===== config.mk =====
export PLATFORM = sky130hd
export DESIGN_NAME = backup_domain_tamper_store
export DESIGN_NICKNAME = d
export VERILOG_FILES = /design/src/logic/bkup_pkg.sv /design/src/logic/backup_domain_tamper_store.sv
export SDC_FILE = /design/constraint.sdc
export NUM_CORES = 2
export LEC_CHECK = 0
export BUFFER_PORTS_ARGS = -buffer_cell sky130_fd_sc_hd__buf_2
export CAP_MARGIN = 20
export CORE_MARGIN = 1.5
export CORE_UTILIZATION = 45
export CTS_BUF_LIST = sky130_fd_sc_hd__clkbuf_8
export CTS_CLUSTER_DIAMETER = 30
export DETAILED_ROUTE_END_ITERATION = 8
export GPL_ROUTABILITY_DRIVEN = 0
export PLACE_DENSITY = 0.57
export SLEW_MARGIN = 20
export SYNTH_ARGS = -nofsm -noshare
export SYNTH_HDL_FRONTEND = slang
export SYNTH_SLANG_ARGS = --single-unit
export TNS_END_PERCENT = 5

===== constraint.sdc =====
create_clock -name core_clk -period 87.3 [get_ports core_clk]
set_input_delay 13.095 -clock core_clk [delete_from_list [all_inputs] [get_ports core_clk]]
set_output_delay 13.095 -clock core_clk [all_outputs]
set_load 0.01 [all_outputs]

===== src/logic/bkup_pkg.sv =====
// Constants and carrier types for the backup domain tamper store
`default_nettype none
package bkup_pkg;
  // Geometry
  localparam int NUM_WORDS = 64;
  localparam int WORD_W    = 16;
  localparam int ADDR_W    = 9;
  localparam int DATA_W    = 32;
  localparam int IDX_W     = 6;
  localparam logic [5:0] LOW_COUNT = 6'h0A;
  // Byte offsets
  localparam logic [8:0] LOW_FIRST  = 9'h004;
  localparam logic [8:0] LOW_LAST   = 9'h028;
  localparam logic [8:0] CAL_OFS    = 9'h02C;
  localparam logic [8:0] CTRL_OFS   = 9'h030;
  localparam logic [8:0] STS_OFS    = 9'h034;
  localparam logic [8:0] HIGH_FIRST = 9'h040;
  localparam logic [8:0] HIGH_LAST  = 9'h114;
  // Control and status bit positions
  localparam int CTRL_EN_BIT     = 0;
  localparam int CTRL_LVL_BIT    = 1;
  localparam int STS_EVT_CLR_BIT = 0;
  localparam int STS_IRQ_CLR_BIT = 1;
  localparam int STS_IRQ_EN_BIT  = 2;
  localparam int STS_EVT_BIT     = 8;
  localparam int STS_IRQ_BIT     = 9;
  // Reset values and timing
  localparam logic [11:0] CAL_RESET  = 12'h000;
  localparam logic [1:0]  CTRL_RESET = 2'h0;
  localparam int DIV_LOG2         = 6;
  localparam int CAL_WIN_LOG2_DEF = 20;

  // Calibration register, bits 11:0
  typedef struct packed {
    logic       toggle_form;
    logic       cal_after;
    logic       pulse_second;
    logic       pulse_out_en;
    logic       cal_clock_out_enable;
    logic [6:0] cal_value;
  } cal_cfg_t;

  // Control register, bits 1:0
  typedef struct packed {
    logic tamper_active_level;
    logic tamper_pin_enable;
  } tamper_ctrl_t;

  typedef struct packed {
    logic        read;
    logic        write;
    logic [8:0]  address;
    logic [3:0]  byteenable;
    logic [31:0] writedata;
  } avmm_req_t;

  typedef struct packed {
    logic        waitrequest;
    logic [31:0] readdata;
  } avmm_rsp_t;
endpackage
`default_nettype wire


===== src/logic/backup_domain_tamper_store.sv =====
// Backup domain user words with tamper erase and calibration output
//
// Local design decision: the Avalon-MM slave port.
`timescale 1ns/1ps
`default_nettype none
module backup_domain_tamper_store #(
  parameter int CAL_WIN_LOG2 = bkup_pkg::CAL_WIN_LOG2_DEF
) (
  // Clock and backup domain reset
  input  wire logic                core_clk,
  input  wire logic                rst,
  // Access gating from power and clock control
  input  wire logic                power_iface_clock_enable,
  input  wire logic                backup_iface_clock_enable,
  input  wire logic                domain_write_unlock,
  // Avalon-MM slave
  input  wire bkup_pkg::avmm_req_t bus_req,
  output var  bkup_pkg::avmm_rsp_t bus_rsp,
  // Tamper pin
  input  wire logic                tamper_pin_in,
  output logic                     tamper_pin_out,
  output logic                     tamper_pin_oe,
  // RTC side
  input  wire logic                alarm_pulse,
  input  wire logic                second_pulse,
  output logic                     rtc_tick,
  output logic                     tamper_irq
);
  import bkup_pkg::*;

  if (CAL_WIN_LOG2 < 8 || CAL_WIN_LOG2 > 24)
  begin : g_bad_win
    $error("CAL_WIN_LOG2 must lie in 8..24");
  end

  function automatic logic [15:0] merge16(input logic [15:0] old_v,
                                          input logic [15:0] new_v,
                                          input logic [1:0]  be);
    merge16 = {be[1] ? new_v[15:8] : old_v[15:8],
               be[0] ? new_v[7:0]  : old_v[7:0]};
  endfunction

  // Returns {valid, index}; the map has a hole at 0x2C..0x3C
  function automatic logic [IDX_W:0] decode(input logic [8:0] a);
    logic [8:0] lo;
    logic [8:0] hi;
    lo = a - LOW_FIRST;
    hi = a - HIGH_FIRST;
    decode = '0;
    if (a[1:0] == 2'h0 && a >= LOW_FIRST && a <= LOW_LAST)
      decode = {1'b1, lo[7:2]};
    else if (a[1:0] == 2'h0 && a >= HIGH_FIRST && a <= HIGH_LAST)
      decode = {1'b1, LOW_COUNT + hi[7:2]};
  endfunction

  // State
  logic [WORD_W-1:0]       mem [NUM_WORDS];
  logic [WORD_W-1:0]       next_mem [NUM_WORDS];
  cal_cfg_t                cal;
  cal_cfg_t                next_cal;
  tamper_ctrl_t            ctrl;
  tamper_ctrl_t            next_ctrl;
  logic                    irq_en;
  logic                    next_irq_en;
  logic                    evt_flag;
  logic                    next_evt_flag;
  logic                    irq_flag;
  logic                    next_irq_flag;
  avmm_rsp_t               next_rsp;
  logic                    pin_meta;
  logic                    pin_sync;
  logic                    det_prev;
  logic                    next_det_prev;
  logic                    toggle_q;
  logic                    next_toggle_q;
  logic                    next_pin_out;
  logic                    next_pin_oe;
  logic                    next_rtc_tick;
  logic [DIV_LOG2-1:0]     div_cnt;
  logic [DIV_LOG2-1:0]     next_div_cnt;
  logic [CAL_WIN_LOG2-1:0] cal_cnt;
  logic [CAL_WIN_LOG2-1:0] next_cal_cnt;

  // Decode and strobes
  logic             req;
  logic             done;
  logic             acc_ok;
  logic             wr_ok;
  logic             wr_hit;
  logic [IDX_W:0]   dec;
  logic             dec_valid;
  logic [IDX_W-1:0] dec_idx;
  logic [15:0]      wd16;
  logic             evt_clr;
  logic             irq_clr;
  logic             level_hit;
  logic             active;
  logic             tamper_evt;
  logic             keep_tick;
  logic             sel_pulse;
  logic [31:0]      rd_word;

  assign req       = bus_req.read | bus_req.write;
  assign done      = req & ~bus_rsp.waitrequest;
  // Without the interface clocks nothing reaches the domain
  assign acc_ok    = power_iface_clock_enable & backup_iface_clock_enable;
  assign wr_ok     = acc_ok & domain_write_unlock;
  assign wr_hit    = done & bus_req.write & wr_ok;
  assign dec       = decode(bus_req.address);
  assign dec_valid = dec[IDX_W];
  assign dec_idx   = dec[IDX_W-1:0];
  assign wd16      = bus_req.writedata[15:0];
  assign evt_clr   = wr_hit & bus_req.address == STS_OFS & bus_req.byteenable[0]
                     & bus_req.writedata[STS_EVT_CLR_BIT];
  assign irq_clr   = wr_hit & bus_req.address == STS_OFS & bus_req.byteenable[0]
                     & bus_req.writedata[STS_IRQ_CLR_BIT];

  // Level compare, then edge of (enable AND level)
  assign level_hit  = ctrl.tamper_active_level ? ~pin_sync : pin_sync;
  assign active     = ctrl.tamper_pin_enable & level_hit;
  // Enabling onto an active level yields one event at once
  assign tamper_evt = active & ~det_prev;

  // Skip cal_value ticks in every window
  assign keep_tick  = cal_cnt >= CAL_WIN_LOG2'(cal.cal_value);
  assign sel_pulse  = cal.pulse_second ? second_pulse : alarm_pulse;
  assign tamper_irq = irq_flag;

  always_comb
  begin
    rd_word = 32'h0000_0000;
    if (acc_ok)
    begin
      if (dec_valid)
        rd_word = {16'h0000, mem[dec_idx]};
      else if (bus_req.address == CAL_OFS)
        rd_word = {20'h00000, cal};
      else if (bus_req.address == CTRL_OFS)
        rd_word = {30'h00000000, ctrl};
      else if (bus_req.address == STS_OFS)
      begin
        rd_word[STS_IRQ_BIT]    = irq_flag;
        rd_word[STS_EVT_BIT]    = evt_flag;
        rd_word[STS_IRQ_EN_BIT] = irq_en;
      end
    end
  end

  // Bus answer: waitrequest drops one cycle after the request
  always_comb
  begin
    next_rsp.waitrequest = ~(req & bus_rsp.waitrequest);
    next_rsp.readdata    = (bus_req.read & bus_rsp.waitrequest) ? rd_word : 32'h0000_0000;
  end

  always_ff @(posedge core_clk or posedge rst)
  begin
    if (rst)
    begin
      bus_rsp.waitrequest <= 1'b1;
      bus_rsp.readdata    <= 32'h0000_0000;
    end
    else
      bus_rsp <= next_rsp;
  end

  // Register file; a tamper event beats a same-cycle write
  always_comb
  begin
    next_mem      = mem;
    next_cal      = cal;
    next_ctrl     = ctrl;
    next_irq_en   = irq_en;
    if (wr_hit)
    begin
      if (dec_valid)
        next_mem[dec_idx] = merge16(mem[dec_idx], wd16, bus_req.byteenable[1:0]);
      else if (bus_req.address == CAL_OFS)
        next_cal = cal_cfg_t'(12'(merge16({4'h0, cal}, wd16, bus_req.byteenable[1:0])));
      else if (bus_req.address == CTRL_OFS && bus_req.byteenable[0])
      begin
        next_ctrl.tamper_active_level = bus_req.writedata[CTRL_LVL_BIT];
        // Pulse output owns the pin, so tamper cannot be switched on
        next_ctrl.tamper_pin_enable   = bus_req.writedata[CTRL_EN_BIT] & ~cal.pulse_out_en;
      end
      else if (bus_req.address == STS_OFS && bus_req.byteenable[0])
        next_irq_en = bus_req.writedata[STS_IRQ_EN_BIT];
    end
    // Set wins over a same-cycle clear
    next_evt_flag = (evt_flag & ~evt_clr) | tamper_evt;
    next_irq_flag = (irq_flag & ~irq_clr) | (tamper_evt & irq_en);
    if (tamper_evt)
    begin
      for (int i = 0; i < NUM_WORDS; i++)
        next_mem[i] = '0;
    end
  end

  // Only the backup domain reset reaches these; no other reset exists here
  always_ff @(posedge core_clk or posedge rst)
  begin
    if (rst)
    begin
      for (int i = 0; i < NUM_WORDS; i++)
        mem[i] <= '0;
      cal      <= cal_cfg_t'(CAL_RESET);
      ctrl     <= tamper_ctrl_t'(CTRL_RESET);
      irq_en   <= 1'b0;
      evt_flag <= 1'b0;
      irq_flag <= 1'b0;
    end
    else
    begin
      mem      <= next_mem;
      cal      <= next_cal;
      ctrl     <= next_ctrl;
      irq_en   <= next_irq_en;
      evt_flag <= next_evt_flag;
      irq_flag <= next_irq_flag;
    end
  end

  // Pin side: detector, divider, calibration window, output mux
  always_comb
  begin
    next_det_prev = active;
    next_toggle_q = toggle_q ^ sel_pulse;
    next_cal_cnt  = cal_cnt + CAL_WIN_LOG2'(1);
    next_rtc_tick = keep_tick;
    next_div_cnt  = div_cnt + {{(DIV_LOG2-1){1'b0}},
                               (cal.cal_after ? keep_tick : 1'b1)};
    next_pin_out  = 1'b0;
    next_pin_oe   = 1'b0;
    if (ctrl.tamper_pin_enable)
      next_pin_oe = 1'b0;
    else if (cal.cal_clock_out_enable)
    begin
      next_pin_oe  = 1'b1;
      next_pin_out = div_cnt[DIV_LOG2-1];
    end
    else if (cal.pulse_out_en)
    begin
      next_pin_oe  = 1'b1;
      next_pin_out = cal.toggle_form ? toggle_q : sel_pulse;
    end
  end

  // Detection runs on this clock alone, which the backup supply keeps alive
  always_ff @(posedge core_clk or posedge rst)
  begin
    if (rst)
    begin
      pin_meta       <= 1'b0;
      pin_sync       <= 1'b0;
      det_prev       <= 1'b0;
      toggle_q       <= 1'b0;
      div_cnt        <= '0;
      cal_cnt        <= '0;
      rtc_tick       <= 1'b0;
      tamper_pin_out <= 1'b0;
      tamper_pin_oe  <= 1'b0;
    end
    else
    begin
      pin_meta       <= tamper_pin_in;
      pin_sync       <= pin_meta;
      det_prev       <= next_det_prev;
      toggle_q       <= next_toggle_q;
      div_cnt        <= next_div_cnt;
      cal_cnt        <= next_cal_cnt;
      rtc_tick       <= next_rtc_tick;
      tamper_pin_out <= next_pin_out;
      tamper_pin_oe  <= next_pin_oe;
    end
  end

  // Checks
  logic [15:0] hit_word;
  assign hit_word = mem[dec_idx];
endmodule // backup_domain_tamper_store
`default_nettype wire


-- After elaboration in Yosys (flattened, before gate mapping)
Cells that the tools add are included.
- add/sub/neg operators: 5
- $lt $le $gt $ge: 7
- eq/ne operators: 3
- mux-type cells: 32
- bitwise operators: 32
- reductions and logical operators: 15
- operator list (kind ; number):
    $mux W1024 ; 3
    $bwmux W1024 ; 1
    $bmux W16 S6 ; 1
    $demux W16 S6 ; 1
    $mux W16 ; 5
    $mux W32 ; 1
    $eq A9 B6 Y1 const B ; 3
    $add A20 B1 Y20 const B ; 1
    $ge A20 B7 Y1 ; 1
    $and A1 B1 Y1 ; 17
    $mux W8 ; 2
    $mux W7 ; 2
    $mux W1 ; 12
    $mux W12 ; 1
    $reduce_and A4 Y1 ; 3
    $not A1 Y1 ; 10
    $ge A9 B3 Y1 const B ; 1
    $ge A9 B7 Y1 const B ; 1
    $le A9 B6 Y1 const B ; 1
    $le A9 B9 Y1 const B ; 1
    $sub A8 B3 Y8 const B ; 1
    $sub A8 B7 Y8 const B ; 1
    $ge A7 B7 Y1 const B ; 1
    $logic_and A1 B1 Y1 ; 7
    other kinds (11) ; 16
- register bits: 1107
- bits of input ports: 55
- output and inout bits: 37
- word-level logic and storage cells: 180

-- Depth between registers and ports, before layout
- depth after elaboration: 14
- mapped depth: 19
- gate-level depth less buffers: 16

-- Worst setup path before layout
OpenSTA, ideal clock, no wires.
- path type: input to register
- start: input port bus_req[39] (netlist name)
- end: register mem[1022] (netlist name)
- library setup time: 80 ps
- data arrival time: 16768 ps
- required time: 87220 ps
- slack: 70452 ps
- cell stages on the path: 14
- buffers on the path: 2
- path through: clkinv_1 ha_1 a21bo_2 a2111oi_4 a211oi_2 a32oi_4 or2_1 buf_2 o22ai_1 or4_1 a2111oi_2 a31oi_2 buf_2 o21ai_1
- longest elaborated chain between the ends: 14
- elaborated cells on any way between the ends: 29
- classes of those cells: 3 x add/sub; 6 x order compare; 12 x mux; 1 x bitwise; 7 x reduce/logical
- RTL lines (what ; RTL line ; text):
    start, declared ; backup_domain_tamper_store.sv:17 ; input wire bkup_pkg::avmm_req_t bus_req,
    branches (longest 4 deep; another with $sub A8 B7 Y8) ; n/a ;
    $mux W7 (*) ; backup_domain_tamper_store.sv:50 ; if (a[1:0] == 2'h0 && a >= LOW_FIRST && a <= LOW_LAST)
    $not A6 Y7 ; n/a ;
    $ge A7 B7 Y1, or another cell as far along ; n/a ;
    $logic_and A1 B1 Y1 (implied by the code) or $mux W16 (tied branches) ; backup_domain_tamper_store.sv:177 ; next_mem[dec_idx] = merge16(mem[dec_idx], wd16, bus_req.byteenable[1:0]);
    $mux W16 (implied by the code) ; backup_domain_tamper_store.sv:177 ;
    $demux W16 S6 or $mux W8 (tied branches) ; backup_domain_tamper_store.sv:177, backup_domain_tamper_store.sv:39 ;
    $bwmux W1024 ; backup_domain_tamper_store.sv:177 ;
    $mux W1024 ; backup_domain_tamper_store.sv:176 ; if (dec_valid)
    $mux W1024 ; backup_domain_tamper_store.sv:174 ; if (wr_hit)
    $mux W1024 ; backup_domain_tamper_store.sv:192 ; if (tamper_evt)
    end signal, assigned ; backup_domain_tamper_store.sv:214 ; mem <= next_mem;
    end, declared ; backup_domain_tamper_store.sv:57 ; logic [WORD_W-1:0] mem [NUM_WORDS];
Mark *: on every way between the ends. The select of a mux whose other input is x is not followed.
A chain may end at the register's enable or synchronous reset.

-- Worst setup path after layout
- start: input port bus_req[39] (netlist name)
- end: register mem[746] (netlist name)
The elaborated chain is that of the path after synthesis.

==> impl_metrics.py <==
metrics = {
    "status": {
        "status": "finished, final reports clean",
    },
    "global_route": {
        "grt_pass1_vias": 41460,
        "grt_first_pass_wirelength_mm": 283.5,
        "overflow": 0,
        "grt_max_degree": 153,
        "antenna_found_initial": 6,
        "grtUsageTotal_pct": 34.56,
    },
    "layout": {
        "n_fill_cell": 10100,
        "area_delta_synth_final_pct": 15.70,
        "final_core_util_pct": 52.71,
        "nets": 5428,
        "ff_latch_area_um2": 27300,
        "fin_cells": 6971,
        "drive_gt1_share_pct": 13.82,
        "multi_input_area_um2": 20070,
    },
    "floorplan": {
        "die_y_um": 332.7,
        "fp.dieW_um": 332.7,
        "core_um2": 107400,
        "fp-row-count": 120,
        "start_util_pct": 45.56,
        "dieArea_um2": 110700,
        "ios": 92,
    },
    "power_and_ir_drop": {
        "clkPwrFrac_pct": 51.5,
        "pwr-share-comb_pct": 7.9,
        "seqPwrFrac_pct": 40.6,
        "p_leak_nw": 24.34,
        "switching_power_mw": 0.3362,
        "pwr_density_cell_nw_per_um2": 22.17,
        "ir_drop_uv": 14.94,
        "internal_power_mw": 0.9180,
        "sw_frac_of_total_pct": 26.81,
    },
    "critical_path": {
        "r2r-end": "mem[632]",
        "r2r_cells": 5,
        "critical_path_class": "in -> reg",
        "critPathMaxFanout": 44,
        "rrSetupSlack_ps": 83210,
        "r2r_start": "bus_rsp[32]",
        "critPathLaunch": "bus_req[39]",
        "critPathLaunchType": "primary input",
        "setup.worst_path.end": "mem[746]",
        "arrival_ps": 20740,
        "required_ps": 88050,
        "cp-end-kind": "flop",
    },
    "yosys": {
        "ys_warn_count": 0,
        "yosys.area.top_type": "dfrtp_1",
        "syn_area_per_cell_um2": 9.214,
        "synth_area_um2": 48910,
        "synthTopCellsByCount": "nand2_1 (1536), dfrtp_1 (1090), o21ai_0 (581), o21ai_1 (468), clkbuf_1 (248)",
        "synth_top_area_share_pct": 55.77,
        "ys_seq_area_share_pct": 55.83,
        "synth-async-reset-ratio_pct": 100.0,
        "synthFlopType": "dfrtp_1",
        "synth.most_common_cell": "nand2_1",
        "synth_cell_types": 95,
        "synthTopCellsByArea": "dfrtp_1 (56%), nand2_1 (12%), o21ai_0 (5.9%)",
        "ys_ff_latch": 1091,
        "postSynthCellCount": 5308,
        "synth_edf_count": 0,
    },
    "routing": {
        "wire_per_inst_um": 27.61,
        "drc": 0,
        "first_pass_iters": 5,
        "drtAntennaViolNets": 0,
        "viasPerCell": 6.210,
        "drt_iter0_markers": 4995,
        "wirelength_mm": 192.5,
        "num_vias": 43290,
    },
    "timing": {
        "fin_crit_sh_pct": 22.90,
        "max_freq_ghz": 0.05001,
        "setup_viol": 0,
        "holdWs_ps": 359.9,
        "finClkSkew_ps": 61.11,
        "tightest_slew_ps": 1309,
        "setup_tns_ps": 0,
        "slew_headroom_pct": 12.67,
        "hold_viol_final": 0,
        "min_period_ps": 19990,
        "maxSlewViolCount": 0,
        "rsz0062_at_grt": "no",
    },
    "flow_run": {
        "max-cap-violations": 0,
    },
    "cts": {
        "postCtsResizedCells": 0,
        "cts_sinks": 1091,
        "cts_inserted_buffers": 238,
        "postCtsSetupRepairBufs": 0,
        "path_clk_slew_ps": 60,
        "cts_buffer_depth": 3,
        "cts_tree": "yes",
        "clk-insertion-delay-late_ps": 930,
        "holdBufCountCts": 0,
        "cts_root_buf": "clkbuf_8",
        "cts_max_level": 4,
    },
    "worst_hold_path": {
        "hold_path.class": "reg -> reg",
    },
    "placement": {
        "place_inst": 6515,
        "port_buffers": 57,
        "place.detailed.hpwl_mm": 112.3,
    },
}
## critical path, stage by stage
cell and delay, ps:
buf_2 360, clkinv_1 670, ha_1 470, a21bo_2 280, a2111oi_4 780, a21oi_4 230, mux2i_4 280, nor2_4 780
buf_4 680, a22oi_1 340, a31oi_1 700, a2111oi_2 260, a31oi_4 830, buf_4 620, o21ai_0 200
## kinds of logic after synthesis
family          share of synthesized area [%]
compound gates                          21.44
xor+xnor                               0.5526
fa+ha+maj                              0.5117
buf+inv                                 4.255
flops                                   55.83
mux                                     1.860
other cells                          0.007668
simple gates                            15.55
## flip-flops by register name (all words and copies together) (netlist names), 2 cells and up
signal / cells
bus_rsp: 17
mem: 1024
ctrl: 2
cal: 12
cal_cnt: 20
div_cnt: 6
## routing by layer
layer / up-vias / wire (µm) / track usage, %
li1: 18770 / - / -
met5: - / 38 / 0
met1: 21800 / 79260 / 47.23
met2: 2250 / 83800 / 51.33
met4: 6 / 9213 / 16.20
met3: 457 / 20130 / 8.967
## layout by cell type (no fill, tap or decap), drive strengths merged, types with 18 or more instances in the layout
master / netlist / layout
a2111oi: 27 / 27
a211oi: 28 / 28
a21oi: 138 / 138
a22oi: 30 / 30
a311oi: 29 / 29
a31oi: 98 / 98
a32oi: 63 / 63
buf: 186 / 224
bufinv: 0 / 29
clkbuf: 248 / 291
clkinv: 1 / 55
clkinvlp: 0 / 33
dfrtp: 1090 / 1090
ha: 20 / 20
inv: 42 / 86
mux2: 18 / 18
mux2i: 68 / 68
nand2: 1536 / 1536
nand3: 149 / 149
nor2: 51 / 51
nor3: 26 / 26
nor4: 25 / 25
o21ai: 1050 / 1050
o22a: 69 / 69
o22ai: 93 / 93
o32ai: 18 / 18
xnor2: 22 / 22
## area by class of cell
class	count	share of cell area [%]
clock buffers	291	7.078
diodes	4	0.01769
repair buffers	224	2.886
inverters	43	0.2985
clock inverters	160	2.892
flip-flops and latches	1091	48.25
multi-input cells	3755	35.48
well taps	1403	3.102
## worst min-delay path by stage
stage	from	end	slack [ps]	depth (start not counted)
2_1_floorplan	pin_meta	pin_sync	330	0
3_3_place_gp	pin_meta	pin_sync	340	0
3_5_place_dp	pin_meta	pin_sync	340	0
4_1_cts	pin_meta	pin_sync	370	0
5_1_grt	pin_meta	pin_sync	370	0
6_report	pin_meta	pin_sync	360	0
## power groups by stage
stage / clock [mW] / sequential [mW] / combinational [mW]
3_3_place_gp: 0 / 0.518 / 0.0953
3_5_place_dp: 0 / 0.518 / 0.0957
6_report: 0.646 / 0.509 / 0.0989
4_1_cts: 0.652 / 0.509 / 0.0960
5_1_grt: 0.677 / 0.509 / 0.102
2_1_floorplan: 0 / 0.519 / 0.0520
## per-stage QoR
step / total power [mW] / instance area, µm² / setup slack (ps)
global placement: 0.6133 / 50830 / 66570
detailed placement: 0.6137 / 50850 / 66770
CTS: 1.257 / 56490 / 67720
finish: 1.254 / 56590 / 67310
floorplan: 0.5708 / 48960 / 43490
global route: 1.288 / 56580 / 67250
(Power assumes the default switching activity.)
